**src/hw/bus_cycle_pkg.sv**
```systemverilog
// Constants, register map and carrier types for the bus cycle block
package bus_cycle_pkg;
    localparam int ADDR_W = 24;
    localparam int CPU_ADDR_W = 20;
    localparam int REG_AW = 8;
    localparam int REG_DW = 8;
    // Register offsets
    localparam logic [7:0] OFS_MODE = 8'h01;
    localparam logic [7:0] OFS_SERIAL_CLK = 8'h0f;
    localparam logic [7:0] OFS_TIMER_CLK_1 = 8'h12;
    localparam logic [7:0] OFS_TIMER_CLK_2 = 8'h13;
    localparam logic [7:0] OFS_SYSTEM_CLK = 8'hde;
    localparam logic [7:0] OFS_STATUS = 8'h20;
    // Reset values
    localparam logic [7:0] MODE_RESET = 8'h00;
    localparam logic [7:0] CLK_CTRL_RESET = 8'h00;
    // Mode register fields
    localparam int MODE_HALT_BIT = 0;
    localparam int MODE_HOLD_BIT = 1;
    localparam int MODE_EXP_BIT = 2;
    localparam int MODE_WAIT_LSB = 3;
    localparam int WAIT_W = 3;
    // Mapped memory is never stretched by the wait field
    localparam logic [2:0] MEM_WAIT = 3'h0;

    typedef enum logic [1:0] {
        CYC_IDLE = 2'b00,
        CYC_ADDR = 2'b01,
        CYC_CMD = 2'b11,
        CYC_END = 2'b10
    } cyc_state_e;

    typedef enum logic [1:0] {
        TGT_ISA = 2'h0,
        TGT_MEM = 2'h1,
        TGT_CARD = 2'h2,
        TGT_INT = 2'h3
    } target_e;

    typedef struct packed {
        logic start;
        logic mem;
        logic word;
        logic internal;
        logic [CPU_ADDR_W-1:0] raw;
        logic [CPU_ADDR_W-1:0] latched;
    } cyc_req_s;

    typedef struct packed {
        logic claim;
        logic wide;
        logic [ADDR_W-1:0] addr;
    } map_claim_s;
endpackage

```
**src/hw/bus_cycle_select_clock_stop.sv**
```systemverilog
// Bus cycle generator, address source selection and processor clock stop
// Operation
// - Three separately enabled processor clock stops: halt, other master, expansion cycle.
// - Halt stop begins on halt cycle; wake on master request, interrupt or NMI.
// - Master stop begins only after processor acknowledges the hold request.
// - Master holds request throughout ownership; clock stays stopped until it drops.
// - Expansion stop begins once cycle starts, ends when target signals ready.
// - Internal modules and external ISA targets are run with ISA timing.
// - Each cycle sets 24-bit address and 16-bit data to target's format.
// - Hardware splits transfers to match target data width, no software.
// - One shared address/data bus; separate strobes for memory, expansion, card.
// - Memory mapper watches raw address, card mapper latched address; both claim.
// - Unclaimed cycle runs ISA timing with latched address on low pins.
// - When both claim, memory mapper wins and card cycle is suppressed.
`timescale 1ns/1ns
module bus_cycle_select_clock_stop
    import bus_cycle_pkg::*;
(
    input wire logic ref_clk_i,
    input wire logic rstn_i,
    input wire logic clk_en_i,
    input wire logic [bus_cycle_pkg::REG_AW-1:0] reg_addr_i,
    input wire logic [bus_cycle_pkg::REG_DW-1:0] reg_wdata_i,
    input wire logic reg_wr_i,
    input wire logic reg_rd_i,
    output logic [bus_cycle_pkg::REG_DW-1:0] reg_rdata_o,
    input wire bus_cycle_pkg::cyc_req_s cyc_req_i,
    input wire logic halt_cycle_i,
    input wire bus_cycle_pkg::map_claim_s mem_map_i,
    input wire bus_cycle_pkg::map_claim_s card_map_i,
    input wire logic isa_wide_i,
    input wire logic ready_i,
    input wire logic hold_request_i,
    input wire logic hold_acknowledge_i,
    input wire logic intr_i,
    input wire logic nmi_i,
    output logic proc_clk_run_o,
    output logic [bus_cycle_pkg::ADDR_W-1:0] ext_addr_o,
    output logic mem_strobe_o,
    output logic isa_strobe_o,
    output logic card_strobe_o,
    output logic int_strobe_o,
    output logic data_wide_o,
    output logic high_byte_o,
    output logic cycle_busy_o,
    output logic cycle_done_o
);
    typedef struct packed {
        logic [7:0] mode;
        logic [7:0] serial_clk;
        logic [7:0] timer_clk_1;
        logic [7:0] timer_clk_2;
        logic [7:0] system_clk;
        logic [7:0] rdata;
        cyc_state_e state;
        target_e target;
        logic [ADDR_W-1:0] addr;
        logic [WAIT_W-1:0] wait_cnt;
        logic wide;
        logic split;
        logic high;
        logic mem_stb;
        logic isa_stb;
        logic card_stb;
        logic int_stb;
        logic done;
        logic busy;
    } core_s;

    core_s st_reg;
    core_s st_next;
    target_e sel_target;
    logic [ADDR_W-1:0] sel_addr;
    logic sel_wide;
    logic [2:0] stop_reason;
    logic exp_start;

    address_select u_select (
        .req_i(cyc_req_i),
        .mem_map_i(mem_map_i),
        .card_map_i(card_map_i),
        .isa_wide_i(isa_wide_i),
        .target_o(sel_target),
        .addr_o(sel_addr),
        .wide_o(sel_wide)
    );

    // expansion stop armed as the cycle launches
    assign exp_start = (st_reg.state == CYC_ADDR) && (st_reg.target == TGT_ISA)
        && !st_reg.high;

    clock_stop_ctrl u_stop (
        .ref_clk_i(ref_clk_i),
        .rstn_i(rstn_i),
        .clk_en_i(clk_en_i),
        .stop_en_i(st_reg.mode[2:0]),
        .halt_seen_i(halt_cycle_i),
        .hold_request_i(hold_request_i),
        .hold_acknowledge_i(hold_acknowledge_i),
        .exp_start_i(exp_start),
        .ready_i(ready_i),
        .intr_i(intr_i),
        .nmi_i(nmi_i),
        .run_o(proc_clk_run_o),
        .reason_o(stop_reason)
    );

    always_comb begin
        st_next = st_reg;
        st_next.done = 1'b0;
        // Register writes
        if (reg_wr_i) begin
            case (reg_addr_i)
                OFS_MODE: begin
                    st_next.mode = reg_wdata_i;
                end
                OFS_SERIAL_CLK: begin
                    st_next.serial_clk = reg_wdata_i;
                end
                OFS_TIMER_CLK_1: begin
                    st_next.timer_clk_1 = reg_wdata_i;
                end
                OFS_TIMER_CLK_2: begin
                    st_next.timer_clk_2 = reg_wdata_i;
                end
                OFS_SYSTEM_CLK: begin
                    st_next.system_clk = reg_wdata_i;
                end
                default: begin
                end
            endcase
        end
        // Read data stands only in the cycle after the strobe
        st_next.rdata = 8'h00;
        if (reg_rd_i) begin
            case (reg_addr_i)
                OFS_MODE: begin
                    st_next.rdata = st_reg.mode;
                end
                OFS_SERIAL_CLK: begin
                    st_next.rdata = st_reg.serial_clk;
                end
                OFS_TIMER_CLK_1: begin
                    st_next.rdata = st_reg.timer_clk_1;
                end
                OFS_TIMER_CLK_2: begin
                    st_next.rdata = st_reg.timer_clk_2;
                end
                OFS_SYSTEM_CLK: begin
                    st_next.rdata = st_reg.system_clk;
                end
                OFS_STATUS: begin
                    st_next.rdata = {2'h0, st_reg.target, st_reg.high, stop_reason};
                end
                default: begin
                    st_next.rdata = 8'h00;
                end
            endcase
        end
        // Cycle generator
        case (st_reg.state)
            CYC_IDLE: begin
                if (cyc_req_i.start) begin
                    st_next.target = sel_target;
                    // address and width set per cycle
                    st_next.addr = sel_addr;
                    st_next.wide = sel_wide && cyc_req_i.word;
                    // word to byte-wide target is split in two
                    st_next.split = cyc_req_i.word && !sel_wide;
                    st_next.high = 1'b0;
                    st_next.busy = 1'b1;
                    st_next.state = CYC_ADDR;
                end
            end
            CYC_ADDR: begin
                st_next.mem_stb = (st_reg.target == TGT_MEM);
                st_next.isa_stb = (st_reg.target == TGT_ISA);
                st_next.card_stb = (st_reg.target == TGT_CARD);
                st_next.int_stb = (st_reg.target == TGT_INT);
                // ISA wait states for all but mapped memory
                if (st_reg.target == TGT_MEM) begin
                    st_next.wait_cnt = MEM_WAIT;
                end else begin
                    st_next.wait_cnt = st_reg.mode[MODE_WAIT_LSB +: WAIT_W];
                end
                st_next.state = CYC_CMD;
            end
            CYC_CMD: begin
                if (st_reg.wait_cnt != 3'h0) begin
                    st_next.wait_cnt = st_reg.wait_cnt - 3'h1;
                end else if (ready_i) begin
                    st_next.mem_stb = 1'b0;
                    st_next.isa_stb = 1'b0;
                    st_next.card_stb = 1'b0;
                    st_next.int_stb = 1'b0;
                    // second byte follows at next address
                    if (st_reg.split && !st_reg.high) begin
                        st_next.high = 1'b1;
                        st_next.addr = st_reg.addr + 24'h000001;
                        st_next.state = CYC_ADDR;
                    end else begin
                        st_next.state = CYC_END;
                    end
                end
            end
            CYC_END: begin
                st_next.done = 1'b1;
                st_next.busy = 1'b0;
                st_next.state = CYC_IDLE;
            end
            default: begin
                st_next.state = CYC_IDLE;
            end
        endcase
    end

    always_ff @(posedge ref_clk_i or negedge rstn_i) begin
        if (!rstn_i) begin
            st_reg <= '{
                mode: MODE_RESET,
                serial_clk: CLK_CTRL_RESET,
                timer_clk_1: CLK_CTRL_RESET,
                timer_clk_2: CLK_CTRL_RESET,
                system_clk: CLK_CTRL_RESET,
                rdata: 8'h00,
                state: CYC_IDLE,
                target: TGT_ISA,
                addr: 24'h000000,
                wait_cnt: 3'h0,
                default: 1'b0
            };
        end else if (clk_en_i) begin
            st_reg <= st_next;
        end
    end

    assign reg_rdata_o = st_reg.rdata;
    assign ext_addr_o = st_reg.addr;
    assign mem_strobe_o = st_reg.mem_stb;
    assign isa_strobe_o = st_reg.isa_stb;
    assign card_strobe_o = st_reg.card_stb;
    assign int_strobe_o = st_reg.int_stb;
    assign data_wide_o = st_reg.wide;
    assign high_byte_o = st_reg.high;
    // Busy has its own flop so the pin never sees a state decode glitch
    assign cycle_busy_o = st_reg.busy;
    assign cycle_done_o = st_reg.done;

    a_one_strobe: assert property (@(posedge ref_clk_i) disable iff (!rstn_i)
        $onehot0({mem_strobe_o, isa_strobe_o, card_strobe_o, int_strobe_o}))
        else $error("more than one sub-bus strobe active");
    a_mem_priority: assert property (@(posedge ref_clk_i) disable iff (!rstn_i)
        cyc_req_i.mem && !cyc_req_i.internal && mem_map_i.claim |-> sel_target == TGT_MEM)
        else $error("memory claim not selected");
    a_mem_wins: assert property (@(posedge ref_clk_i) disable iff (!rstn_i)
        clk_en_i && st_reg.state == CYC_IDLE && cyc_req_i.start && cyc_req_i.mem
        && !cyc_req_i.internal && mem_map_i.claim |=> st_reg.target == TGT_MEM)
        else $error("memory mapper claim lost");
    a_isa_default: assert property (@(posedge ref_clk_i) disable iff (!rstn_i)
        clk_en_i && st_reg.state == CYC_IDLE && cyc_req_i.start && !cyc_req_i.internal
        && !(cyc_req_i.mem && (mem_map_i.claim || card_map_i.claim))
        |=> st_reg.target == TGT_ISA && ext_addr_o[19:0] == $past(cyc_req_i.latched))
        else $error("unclaimed cycle not sent as ISA with latched address");
    a_split_high: assert property (@(posedge ref_clk_i) disable iff (!rstn_i)
        clk_en_i && $rose(high_byte_o) |-> ext_addr_o == $past(ext_addr_o) + 24'h000001)
        else $error("second byte not at next address");
    a_ready_ends: assert property (@(posedge ref_clk_i) disable iff (!rstn_i)
        clk_en_i && st_reg.state == CYC_CMD && st_reg.wait_cnt == 3'h0 && ready_i
        |=> !mem_strobe_o && !isa_strobe_o && !card_strobe_o && !int_strobe_o)
        else $error("strobe stayed after ready");
    a_wait_isa: assert property (@(posedge ref_clk_i) disable iff (!rstn_i)
        clk_en_i && st_reg.state == CYC_ADDR && st_reg.target != TGT_MEM
        |=> st_reg.wait_cnt == $past(st_reg.mode[MODE_WAIT_LSB +: WAIT_W]))
        else $error("ISA-timed cycle lost its wait states");
    a_exp_stop: assert property (@(posedge ref_clk_i) disable iff (!rstn_i)
        clk_en_i && exp_start && st_reg.mode[MODE_EXP_BIT] && !ready_i
        |=> !proc_clk_run_o)
        else $error("expansion cycle did not stop the processor clock");
    a_halt_stop: assert property (@(posedge ref_clk_i) disable iff (!rstn_i)
        clk_en_i && st_reg.mode[MODE_HALT_BIT] && halt_cycle_i
        && !hold_request_i && !intr_i && !nmi_i |=> !proc_clk_run_o)
        else $error("halt cycle did not stop the processor clock");
    a_hold_stop: assert property (@(posedge ref_clk_i) disable iff (!rstn_i)
        clk_en_i && st_reg.mode[MODE_HOLD_BIT] && hold_request_i && hold_acknowledge_i
        |=> !proc_clk_run_o)
        else $error("acknowledged hold did not stop the clock");
    a_start_refused: assert property (@(posedge ref_clk_i) disable iff (!rstn_i)
        clk_en_i && st_reg.state != CYC_IDLE && cyc_req_i.start
        |=> st_reg.target == $past(st_reg.target))
        else $error("start taken while busy");
    a_busy_flag: assert property (@(posedge ref_clk_i) disable iff (!rstn_i)
        cycle_busy_o == (st_reg.state != CYC_IDLE))
        else $error("busy output disagrees with cycle state");
    a_read_lane: assert property (@(posedge ref_clk_i) disable iff (!rstn_i)
        clk_en_i && !reg_rd_i |=> reg_rdata_o == 8'h00)
        else $error("read data outside the answer cycle");
endmodule // bus_cycle_select_clock_stop

```
**src/hw/clock_stop_ctrl.sv**
```systemverilog
// Processor clock stop control for halt, hold and expansion cycles
`timescale 1ns/1ns
module clock_stop_ctrl
    import bus_cycle_pkg::*;
(
    input wire logic ref_clk_i,
    input wire logic rstn_i,
    input wire logic clk_en_i,
    input wire logic [2:0] stop_en_i,
    input wire logic halt_seen_i,
    input wire logic hold_request_i,
    input wire logic hold_acknowledge_i,
    input wire logic exp_start_i,
    input wire logic ready_i,
    input wire logic intr_i,
    input wire logic nmi_i,
    output logic run_o,
    output logic [2:0] reason_o
);
    typedef struct packed {
        logic halt;
        logic hold;
        logic exp;
        logic run;
    } stop_s;

    stop_s st_reg;
    stop_s st_next;
    logic wake;

    assign wake = hold_request_i | intr_i | nmi_i;

    always_comb begin
        st_next = st_reg;
        if (st_reg.halt && wake) begin
            st_next.halt = 1'b0;
        end else if (stop_en_i[MODE_HALT_BIT] && halt_seen_i && !wake) begin
            st_next.halt = 1'b1;
        end
        if (stop_en_i[MODE_HOLD_BIT] && hold_request_i && hold_acknowledge_i) begin
            st_next.hold = 1'b1;
        end else if (!hold_request_i) begin
            st_next.hold = 1'b0;
        end
        if (st_reg.exp && ready_i) begin
            st_next.exp = 1'b0;
        end else if (stop_en_i[MODE_EXP_BIT] && exp_start_i && !ready_i) begin
            st_next.exp = 1'b1;
        end
        // gate changes on whole clock edges
        st_next.run = !(st_next.halt || st_next.hold || st_next.exp);
    end

    always_ff @(posedge ref_clk_i or negedge rstn_i) begin
        if (!rstn_i) begin
            st_reg <= '{halt: 1'b0, hold: 1'b0, exp: 1'b0, run: 1'b1};
        end else if (clk_en_i) begin
            st_reg <= st_next;
        end
    end

    assign run_o = st_reg.run;
    assign reason_o = {st_reg.exp, st_reg.hold, st_reg.halt};

    a_hold_released: assert property (@(posedge ref_clk_i) disable iff (!rstn_i)
        clk_en_i && !hold_request_i |=> !st_reg.hold)
        else $error("hold stop outlived the hold request");
    a_hold_needs_ack: assert property (@(posedge ref_clk_i) disable iff (!rstn_i)
        $rose(st_reg.hold) |-> $past(hold_acknowledge_i))
        else $error("hold stop without acknowledge");
    a_halt_wake: assert property (@(posedge ref_clk_i) disable iff (!rstn_i)
        clk_en_i && st_reg.halt && wake |=> !st_reg.halt)
        else $error("halt stop ignored a wake event");
    a_halt_pending: assert property (@(posedge ref_clk_i) disable iff (!rstn_i)
        clk_en_i && !st_reg.halt && wake |=> !st_reg.halt)
        else $error("halt stop taken with wake pending");
    a_run_matches: assert property (@(posedge ref_clk_i) disable iff (!rstn_i)
        run_o == (reason_o == 3'h0))
        else $error("run output disagrees with stop reasons");
endmodule // clock_stop_ctrl

```
**src/hw/address_select.sv**
```systemverilog
// Mapper arbitration and external address source selection
`timescale 1ns/1ns
module address_select
    import bus_cycle_pkg::*;
(
    input wire cyc_req_s req_i,
    input wire map_claim_s mem_map_i,
    input wire map_claim_s card_map_i,
    input wire logic isa_wide_i,
    output target_e target_o,
    output logic [ADDR_W-1:0] addr_o,
    output logic wide_o
);
    logic mem_claim;
    logic card_claim;

    assign mem_claim = req_i.mem && mem_map_i.claim;
    assign card_claim = req_i.mem && card_map_i.claim;

    always_comb begin
        target_o = TGT_ISA;
        wide_o = isa_wide_i;
        // unclaimed cycles use the latched address
        addr_o = {{(ADDR_W-CPU_ADDR_W){1'b0}}, req_i.latched};
        // internal modules take ISA timing too
        if (req_i.internal) begin
            target_o = TGT_INT;
            wide_o = 1'b1;
        end else if (mem_claim) begin
            target_o = TGT_MEM;
            wide_o = mem_map_i.wide;
            addr_o = mem_map_i.addr;
        end else if (card_claim) begin
            target_o = TGT_CARD;
            wide_o = card_map_i.wide;
            addr_o = card_map_i.addr;
        end
    end
endmodule // address_select

```
**config.mk**
```make
export PLATFORM = sky130hd
export DESIGN_NAME = bus_cycle_select_clock_stop
export DESIGN_NICKNAME = d
export VERILOG_FILES = /design/src/hw/bus_cycle_pkg.sv /design/src/hw/bus_cycle_select_clock_stop.sv /design/src/hw/clock_stop_ctrl.sv /design/src/hw/address_select.sv
export SDC_FILE = /design/constraint.sdc
export NUM_CORES = 1
export LEC_CHECK = 0
export ABC_AREA = 1
export BUFFER_PORTS_ARGS = -buffer_cell sky130_fd_sc_hd__clkbuf_2
export CORE_ASPECT_RATIO = 1.2
export CORE_MARGIN = 5
export CORE_UTILIZATION = 48
export CTS_CLUSTER_DIAMETER = 30
export DETAILED_ROUTE_END_ITERATION = 16
export PLACE_DENSITY = 0.77
export SLEW_MARGIN = 20
export SYNTH_ARGS = -nofsm -noshare
export SYNTH_HDL_FRONTEND = slang
export SYNTH_SLANG_ARGS = --single-unit
```
**constraint.sdc**
```tcl
create_clock -name ref_clk_i -period 1.4 [get_ports ref_clk_i]
set_input_delay 0.07 -clock ref_clk_i [delete_from_list [all_inputs] [get_ports ref_clk_i]]
set_output_delay 0.07 -clock ref_clk_i [all_outputs]
set_load 0.03 [all_outputs]
```
# Word level (Yosys, flattened, before mapping)

Cells that the tools add are included.

Add/sub/neg operators: 2
Multipliers: 0
Div/mod/pow operators: 0
$lt $le $gt $ge: 0
Eq/ne operators: 17
Shift operators: 0
Multiplexer cells: 38
Bitwise operators: 2
Reductions and logical operators: 39

Operators with widths:

| operator                                      | count |
|---|---|
| two-way mux 24 bit                            | 6 |
| one-hot mux 24 bit (2 select lines)           | 1 |
| one-hot mux 8 bit (6 select lines)            | 1 |
| two-way mux 28 bit                            | 1 |
| adder 24 x 1 -> 24 bit, second input constant | 1 |
| AND reduction 3 bit                           | 8 |
| == test 8 x 5 -> 1 bit, second input constant | 2 |
| logical AND 1 bit                             | 15 |
| two-way mux 1 bit                             | 13 |
| two-way mux 2 bit                             | 6 |
| two-way mux 5 bit                             | 2 |
| inequality test 2 bit, second input constant  | 5 |
| == test 2 bit, second input constant          | 4 |
| == test 8 x 1 -> 1 bit, second input constant | 1 |
| == test 8 x 4 -> 1 bit, second input constant | 1 |
| == test 8 x 6 -> 1 bit, second input constant | 1 |
| == test 8 bit, second input constant          | 1 |
| two-way mux 8 bit                             | 1 |
| one-hot mux 2 bit (4 select lines)            | 1 |
| one-hot mux 4 bit (2 select lines)            | 1 |
| AND reduction 4 bit                           | 2 |
| two-way mux 3 bit                             | 2 |
| one-hot mux 3 bit (2 select lines)            | 1 |
| AND reduction 6 bit                           | 1 |
| 9 further kinds                               | 20 |

Flip-flop bits (word level): 92
Bits in latches: 0
Bits in writable memories: 0
Memory bits (read-only): 0
Output and inout port bits: 41
Word-level logic and storage cells: 121
Memories kept: 0

# Longest topological paths before layout

Gate-level depths: netlist of the first run.

Depth in word-level cells: 9
Depth in mapped cells: 12
Mapped depth without buffers: 12

# By module

Synthesis of the first run repeated with hierarchy kept, for this count alone.

Cells, all modules: 963
Area, all modules: 6327.3 sq um

Modules (own cells, without submodules):

| module                      | instances | cells each | area each (sq um) |
|---|---|---|---|
| bus_cycle_select_clock_stop | 1         | 709        | 5143.7 |
| address_select              | 1         | 225        | 974.7 |
| clock_stop_ctrl             | 1         | 29         | 209.0 |

# Least setup slack after synthesis of the first run

No wires, ideal clock.

Kind: reg-to-reg
From: register st_reg[9] (netlist bit)
To: register st_reg, in the netlist ext_addr_o[7]
Arrival: 1.410 ns
Data required time: 1.275 ns
Setup slack: -0.135 ns
Stages on the path, launching flop included: 12
Path buffers: 1
Period minus slack after synthesis: 1.535 ns
Cell sequence: dfrtp_1 > inv_1 > ha_1 > ha_1 > nand2_1 > nand2_1 > nand2_2 > nor2_4 > nand2_4 > buf_2 > o21ai_0 > o21ai_1

Word-level cells in the longest chain between the ends: 3

Ends and longest elaborated chain:

| item                                   | RTL line                           | text |
|---|---|---|
| from (decl)                            | bus_cycle_select_clock_stop.sv:70  | `core_s st_reg;` |
| from (signal assigned)                 | bus_cycle_select_clock_stop.sv:219 | `st_reg <= '{` |
| from (signal assigned)                 | bus_cycle_select_clock_stop.sv:233 | `st_reg <= st_next;` |
| nonzero test 3 bit                     | bus_cycle_select_clock_stop.sv:189 | `if (st_reg.wait_cnt != 3'h0) begin` |
| inequality test 2 bit (no source line) | n/a                                |  |
| AND reduction 6 bit (no source line)   | n/a                                |  |

Every way passes these cells.
A chain may end at the register's enable or synchronous reset.

# Worst setup path after layout of the first run

From: register st_reg[9] (netlist bit)
To: register st_reg, in the netlist ext_addr_o[10]

Same word-level chain as after synthesis.

==> impl_metrics.toml, run 1 <==
[placement]
post-place-ws_ps = -286
io_buffers = 144
hpwl_um = 14300
routabilityCongestion = 0.930

[critical_path]
reg2reg_to = "ext_addr_o[10]$_DFFE_PN0P_"
r2r_start = "st_reg[9]$_DFFE_PN0P_"
reg2reg_slack_ps = -230
start_kind = "flip-flop"
rr_worst_depth = 13
crit_start = "st_reg[9]$_DFFE_PN0P_"
slowest_stage = "dfrtp_1"
worstPathMaxFanout = 10
endpoint_kind = "flip-flop"
worstSetupPathType = "reg -> reg"
endpoint = "ext_addr_o[10]$_DFFE_PN0P_"
worstPathArrival_ps = 1880
slowest_delay_ps = 370
crit_top_cell = "nand2_2"
critical_path_required_ps = 1650
cp_cell_sequence = "inv_2, ha_4, ha_4, nand2_2, nand2_1, nand2_2, nor2_4, nand2_4, clkinv_8, buf_12, buf_6, nand2_2, nand2_1"

[synthesis]
synth_xor_area_share_pct = 0
synthFlopType = "dfrtp_1"
synthAdderAreaFrac_pct = 0.621
synth_area_leader_cell = "dfrtp_1"
ys_ff_latch = 92
async_flop_share_pct = 100
synthesis.nets = 1026
yosysMostFrequentCell = "nand2_1"
syn_area_um2 = 6040
synthSimpleGateAreaFrac_pct = 34.6
synth_compound_area_share_pct = 14.4
seq_area_frac_synth_pct = 38.1
synth_mux_area_share_pct = 0
synth-edff-count = 0
netlist_top_cells_count = "304 x nand2_1, 91 x dfrtp_1, 89 x o21ai_0, 78 x nor2_1, 77 x inv_1"
yosysUniqueCellTypes = 36
ys_top_cells_by_area = "dfrtp_1 38%, nand2_1 19%, o21ai_0 7.4%"
yosys.area.top_type_share_pct = 37.7
yosysWarnings = 0
postSynthCellCount = 899
synth.avg_cell_area_um2 = 6.72
synth_top_family_by_area = "simple AND/OR/NAND/NOR gates"

[route]
met1Wirelength_um = 7100
drt_iter0_markers = 382
wirelength_um = 18300
wl_met3_um = 1390
wl_per_cell_um = 14.4
drc = 0
met2WireLength_um = 9130
top_layer = "met4"
dr.pass1.iters = 7
ant_nets = 0
num_vias = 6546
viasPerCell = 5.14

[sta]
tns_ps = -4830
maxSlewViolCount = 0
slew_headroom_pct = 72.0
rsz0062_at_grt = "yes"
worst_slew_pin_slew_ps = 418
max_freq_mhz = 613
finalCritPeriodShare_pct = 117
clock_skew_ps = 13.1
layout_min_cycle_time_ps = 1630
setup_ws_ps = -231
finalSetupViolCount = 30
hold_violations = 0

[global_routing]
grt_pass1_wl_um = 30000
grtUsageTotal_pct = 24.5
grt_start_max_net_pins = 31
first_global_vias = 6339
antenna_found_initial = 0
gr-total-overflow = 0

[power]
ir_drop_mv = 0.752
power_density_nw_per_um2 = 1520
clkPwrFrac_pct = 20.5
p_comb_share_pct = 48.2
p_sw_mw = 5.17
sequentialPowerShare_pct = 31.2
sw_frac_of_total_pct = 42.5
p_int_mw = 6.99
p_leak_nw = 4.19

[floorplanning]
die_height_um = 133
num_rows = 45
dieArea_um2 = 14900
dieWidth_um = 112
core_area_um2 = 12500
start_util_pct = 48.4
io_pins = 165

[cts]
cts-buffers-inserted = 9
clkTransAtPathRegs_ps = 70
cts_sinks = 92
cts_max_level = 3
clk_latency_ps = 350
cts_tree = "done"
cts_root_buf = "clkbuf_16"
max-clock-path-buffers = 2

[worst_hold_path]
hp-class = "in -> reg"

[finish]
diodes = 0
synthToLayoutAreaGrowth_pct = 32.4
multi_input_area_um2 = 3130
final_util_pct = 64.0
seq_area_um2 = 2300
drive_gt1_share_pct = 29.1
fillers = 1152
largest_reg_flops = 48
finalNetCount = 1231

[run_status]
status = "finished, violations left"
violations = "negative setup slack"

[job]
maxCapViolations = 0
==> per-layer routing <==
metal | vias to the layer above | global-route usage [%]
li1 | 3274 | -
met1 | 2917 | 29.4
met2 | 298 | 42.8
met3 | 57 | 4.48
met4 | 0 | 10.2
met5 | - | 0
==> worst min path at each step <==
| stage | start | slack (ps) | end | cells after the start |
|---|---|---|---|---|
| CTS | hold_request_i | 20 | u_stop.run_o$_DFFE_PN1P_ | 4 |
| detailed placement | rstn_i | 7 | ext_addr_o[4]$_DFFE_PN0P_ | 1 |
| floorplan | rstn_i | -230 | card_strobe_o$_DFFE_PN0P_ | 0 |
| global route | hold_request_i | 30 | u_stop.run_o$_DFFE_PN1P_ | 4 |
| finish | hold_request_i | 20 | u_stop.run_o$_DFFE_PN1P_ | 4 |
| global placement | rstn_i | 6 | ext_addr_o[4]$_DFFE_PN0P_ | 1 |
==> power groups by stage <==
stage          clock network (mW)  logic (mW)  registers [mW]
6_report                     2.49        5.86            3.80
5_1_grt                      2.63        6.40            3.86
4_1_cts                      2.51        5.61            3.78
3_5_place_dp                    0        5.42            3.81
3_3_place_gp                    0        5.34            3.82
2_1_floorplan                   0        3.30            3.99
==> cell families (layout without fill, tap and decap cells) <==
group           after synthesis  in the layout
simple gates                491            491
fa+ha+maj                     3              3
compound gates              164            164
buf+inv                     149            359
flops                        92             92
==> what timing repair did <==
action                                 4_1_cts  5_1_grt
gates cloned                                 1        0
setup endpoints to repair                   31       37
pin swaps                                    4        8
gates resized for setup                     18       34
endpoints found under the hold margin       99        0
buffers inserted                             1        1
hold buffers                                 9        0
==> through the flow <==
| step | std cells | area (um^2) | hold WS, ps | power, mW |
|---|---|---|---|---|
| after floorplan | 899 | 6050 | -226 | 7.29 |
| after CTS | 1272 | 7890 | 24.0 | 11.9 |
| after global placement | 1245 | 7420 | 5.63 | 9.16 |
| after global routing | 1273 | 8000 | 34.1 | 12.9 |
| final | 1273 | 8000 | 24.8 | 12.2 |
| after detailed placement | 1245 | 7420 | 7.27 | 9.23 |
==> layout by cell type, fill, tap and decap left out, types with 17 or more instances in the layout <==
cell,n
nand2_1,297
clkbuf_2,143
dfrtp_1,91
buf_4,87
o21ai_0,85
nand3_1,72
nor2_1,71
inv_1,69
o21ai_1,31
a21oi_1,18
inv_2,17
==> area by class of cell <==
type                    count  area share (%)
inverters                  89            4.33
flip-flops and latches     92            28.8
clock inverters             6           0.891
clock buffers              10            2.86
well taps                 164            2.56
repair buffers            254            21.5
multi-input cells         658            39.0
==> worst max-delay path, delay by kind of cell, from the launching register on <==
family        cells  cell delay, ps
buf+inv           4             410
flops             1             370
fa+ha+maj         2             300
simple gates      7             440
No activity file was read; power rests on OpenSTA's default activity.
==> inputs of run 2 (changes only) <==
Settings changed: ABC_AREA 1 to not set, CORE_UTILIZATION 48 to 47, REMOVE_ABC_BUFFERS set to 1.
==> impl_metrics.toml, run 2 <==
[worst_hold_path]
hp-class = "in -> reg"
hp-start = "cyc_req_i[11]"
min_to = "ext_addr_o[11]$_DFFE_PN0P_"
hold_depth = 3

[critical_path]
worstPathArrival_ps = 2110
reg2reg_slack_ps = -480
timing.critical_path.buf_inv = 3
cp_cell_sequence = "inv_2, ha_4, ha_4, nand3_4, o31a_1, buf_6, buf_6, nor4_2, or3b_4"
r2r_start = "st_reg[10]$_DFFE_PN0P_"
rr_worst_depth = 9
reg2reg_to = "ext_addr_o[22]$_DFFE_PN0P_"
worstSetupPathType = "reg -> reg"
worstPathMaxFanout = 5
endpoint_kind = "flip-flop"
start_kind = "flip-flop"
slowest_delay_ps = 390
critical_path_required_ps = 1630
slowest_stage = "or3b_4"
cp_top_family = "simple AND/OR/NAND/NOR gates"

[placement]
routabilityCongestion = 0.930
hpwl_um = 12900
io_buffers = 144
post-place-ws_ps = -533

[job]
maxCapViolations = 0

[finish]
fillers = 818
seq_area_um2 = 2300
final_cell_mix = "142 x clkbuf_2, 115 x buf_4, 91 x dfrtp_1, 36 x nand2_1, 35 x nor2_1"
diodes = 0
synthToLayoutAreaGrowth_pct = 46.2
final_common_cell = "clkbuf_2"
finalNetCount = 908
multi_input_area_um2 = 2940
largest_reg_flops = 48
drive_gt1_share_pct = 51.0

[route]
viasPerCell = 5.93
wl_per_cell_um = 19.7
dr.pass1.iters = 4
num_vias = 5445
drc = 0
ant_nets = 0
drt_iter0_markers = 300
wirelength_um = 18100

[global_routing]
grtUsageTotal_pct = 25.8
antenna_found_initial = 0
gr-total-overflow = 0
grt_pass1_wl_um = 28000
grt_start_max_net_pins = 65
first_global_vias = 5807

[cts]
clk_latency_ps = 350
cts_sinks = 92
max-clock-path-buffers = 2
cts_max_level = 3
cts-buffers-inserted = 9
cts_root_buf = "clkbuf_16"
clkTransAtPathRegs_ps = 70
cts_tree = "done"

[synthesis]
synth_area_leader_cell = "dfrtp_1"
async_flop_share_pct = 100
ys_ff_latch = 92
syn_area_um2 = 5280
synthFlopType = "dfrtp_1"
yosysMostFrequentCell = "dfrtp_1"
synth.avg_cell_area_um2 = 9.60
seq_area_frac_synth_pct = 43.6
yosys.area.top_type_share_pct = 43.1
synth-edff-count = 0
yosysWarnings = 0
netlist_top_cells_count = "91 x dfrtp_1, 46 x o21ai_0, 44 x mux2_2, 39 x nand2_1, 38 x nor2_1"
yosysUniqueCellTypes = 64
postSynthCellCount = 550
ys_top_cells_by_area = "dfrtp_1 43%, mux2_2 9.4%, buf_4 4.5%"

[sta]
tns_ps = -10330
worst_slew_pin_slew_ps = 422
rsz0062_at_grt = "yes"
setup_ws_ps = -481
layout_min_cycle_time_ps = 1880
hold_violations = 0
clock_skew_ps = 7.30
max_freq_mhz = 532
finalCritPeriodShare_pct = 134
finalSetupViolCount = 43
maxSlewViolCount = 0
slew_headroom_pct = 71.9

[floorplanning]
core_area_um2 = 11000
io_pins = 165
dieArea_um2 = 13500
start_util_pct = 47.9
dieWidth_um = 107
die_height_um = 126
num_rows = 42

[power]
power_density_nw_per_um2 = 1570
ir_drop_mv = 0.823
p_leak_nw = 3.74

[run_status]
status = "finished, violations left"
violations = "negative setup slack"
==> run 2: cell count changes in the layout (fill, tap and decap cells not counted), sizes merged, moves of 7 or more <==
cell    change
mux2i       +8
nand2     -268
nor2b       +7
o22ai      +26
nand3      -57
mux2       +44
inv        -66
nor4        +8
a221oi      +8
nor2       -49
o21ai      -70
buf        +32
==> run 2: per-stage QoR <==
step / total power, mW / cell area, um^2 / std cells / utilization [%] / hold WS, ps
global placement: 8.08 / 6710 / 881 / 60.8 / 22.9
finish: 12.1 / 7720 / 918 / 70.0 / 13.6
detailed placement: 8.21 / 6710 / 881 / 60.8 / 26.7
global route: 12.7 / 7720 / 918 / 70.0 / 20.1
floorplan: 5.92 / 4920 / 489 / - / -226
CTS: 11.6 / 7430 / 912 / 67.4 / 2.80
==> run 2: routing by layer <==
layer	up-vias	track usage (%)	part of all wire, %
met5	-	0	0
li1	2493	-	-
met3	43	4.66	6.3
met4	0	10.1	2.5
met2	219	46.8	53
met1	2690	29.8	38
==> run 2: final cells by class <==
type / instances / area share, %
multi-input cells: 377 / 38.1
flip-flops and latches: 92 / 29.8
repair buffers: 281 / 24.1
clock buffers: 9 / 2.92
well taps: 132 / 2.14
clock inverters: 7 / 1.88
inverters: 20 / 0.972
==> run 2: worst max path at each step <==
stage | depth (start not counted) | startpoint | to | slack [ps]
after floorplan | 4 | st_reg[38]$_DFFE_PN0P_ | ext_addr_o[22]$_DFFE_PN0P_ | -1040
after global placement | 8 | st_reg[9]$_DFFE_PN0P_ | ext_addr_o[22]$_DFFE_PN0P_ | -480
after detailed placement | 8 | st_reg[9]$_DFFE_PN0P_ | ext_addr_o[22]$_DFFE_PN0P_ | -530
after CTS | 8 | st_reg[10]$_DFFE_PN0P_ | ext_addr_o[21]$_DFFE_PN0P_ | -440
after global routing | 9 | st_reg[10]$_DFFE_PN0P_ | ext_addr_o[22]$_DFFE_PN0P_ | -520
final | 9 | st_reg[10]$_DFFE_PN0P_ | ext_addr_o[22]$_DFFE_PN0P_ | -480
==> run 2: worst min-delay path: stages <==
cell	delay [ps]
clkbuf_2	70
o21ai_0	80
o211ai_1	90
==> run 2: repair_timing <==
action	in CTS	in global routing
buffers inserted	10	6
endpoints found under the setup margin	60	75
gates resized for setup	64	65
cloned	0	0
pin swaps	33	37
endpoints found under the hold margin	32	0
hold buffers	5	0
==> run 2: report_power, final <==
group          total, mW  switching, mW  internal (mW)
combinational       5.50           3.23           2.27
sequential          3.59          0.393           3.20
clock               3.02           1.08           1.94
==> run 2: cell families after synthesis <==
| logic type | share of synthesized area [%] |
|---|---|
| flops | 43.6 |
| compound gates | 20.4 |
| fa+ha+maj | 0.711 |
| simple gates | 16.2 |
| mux | 10.9 |
| buf+inv | 8.24 |
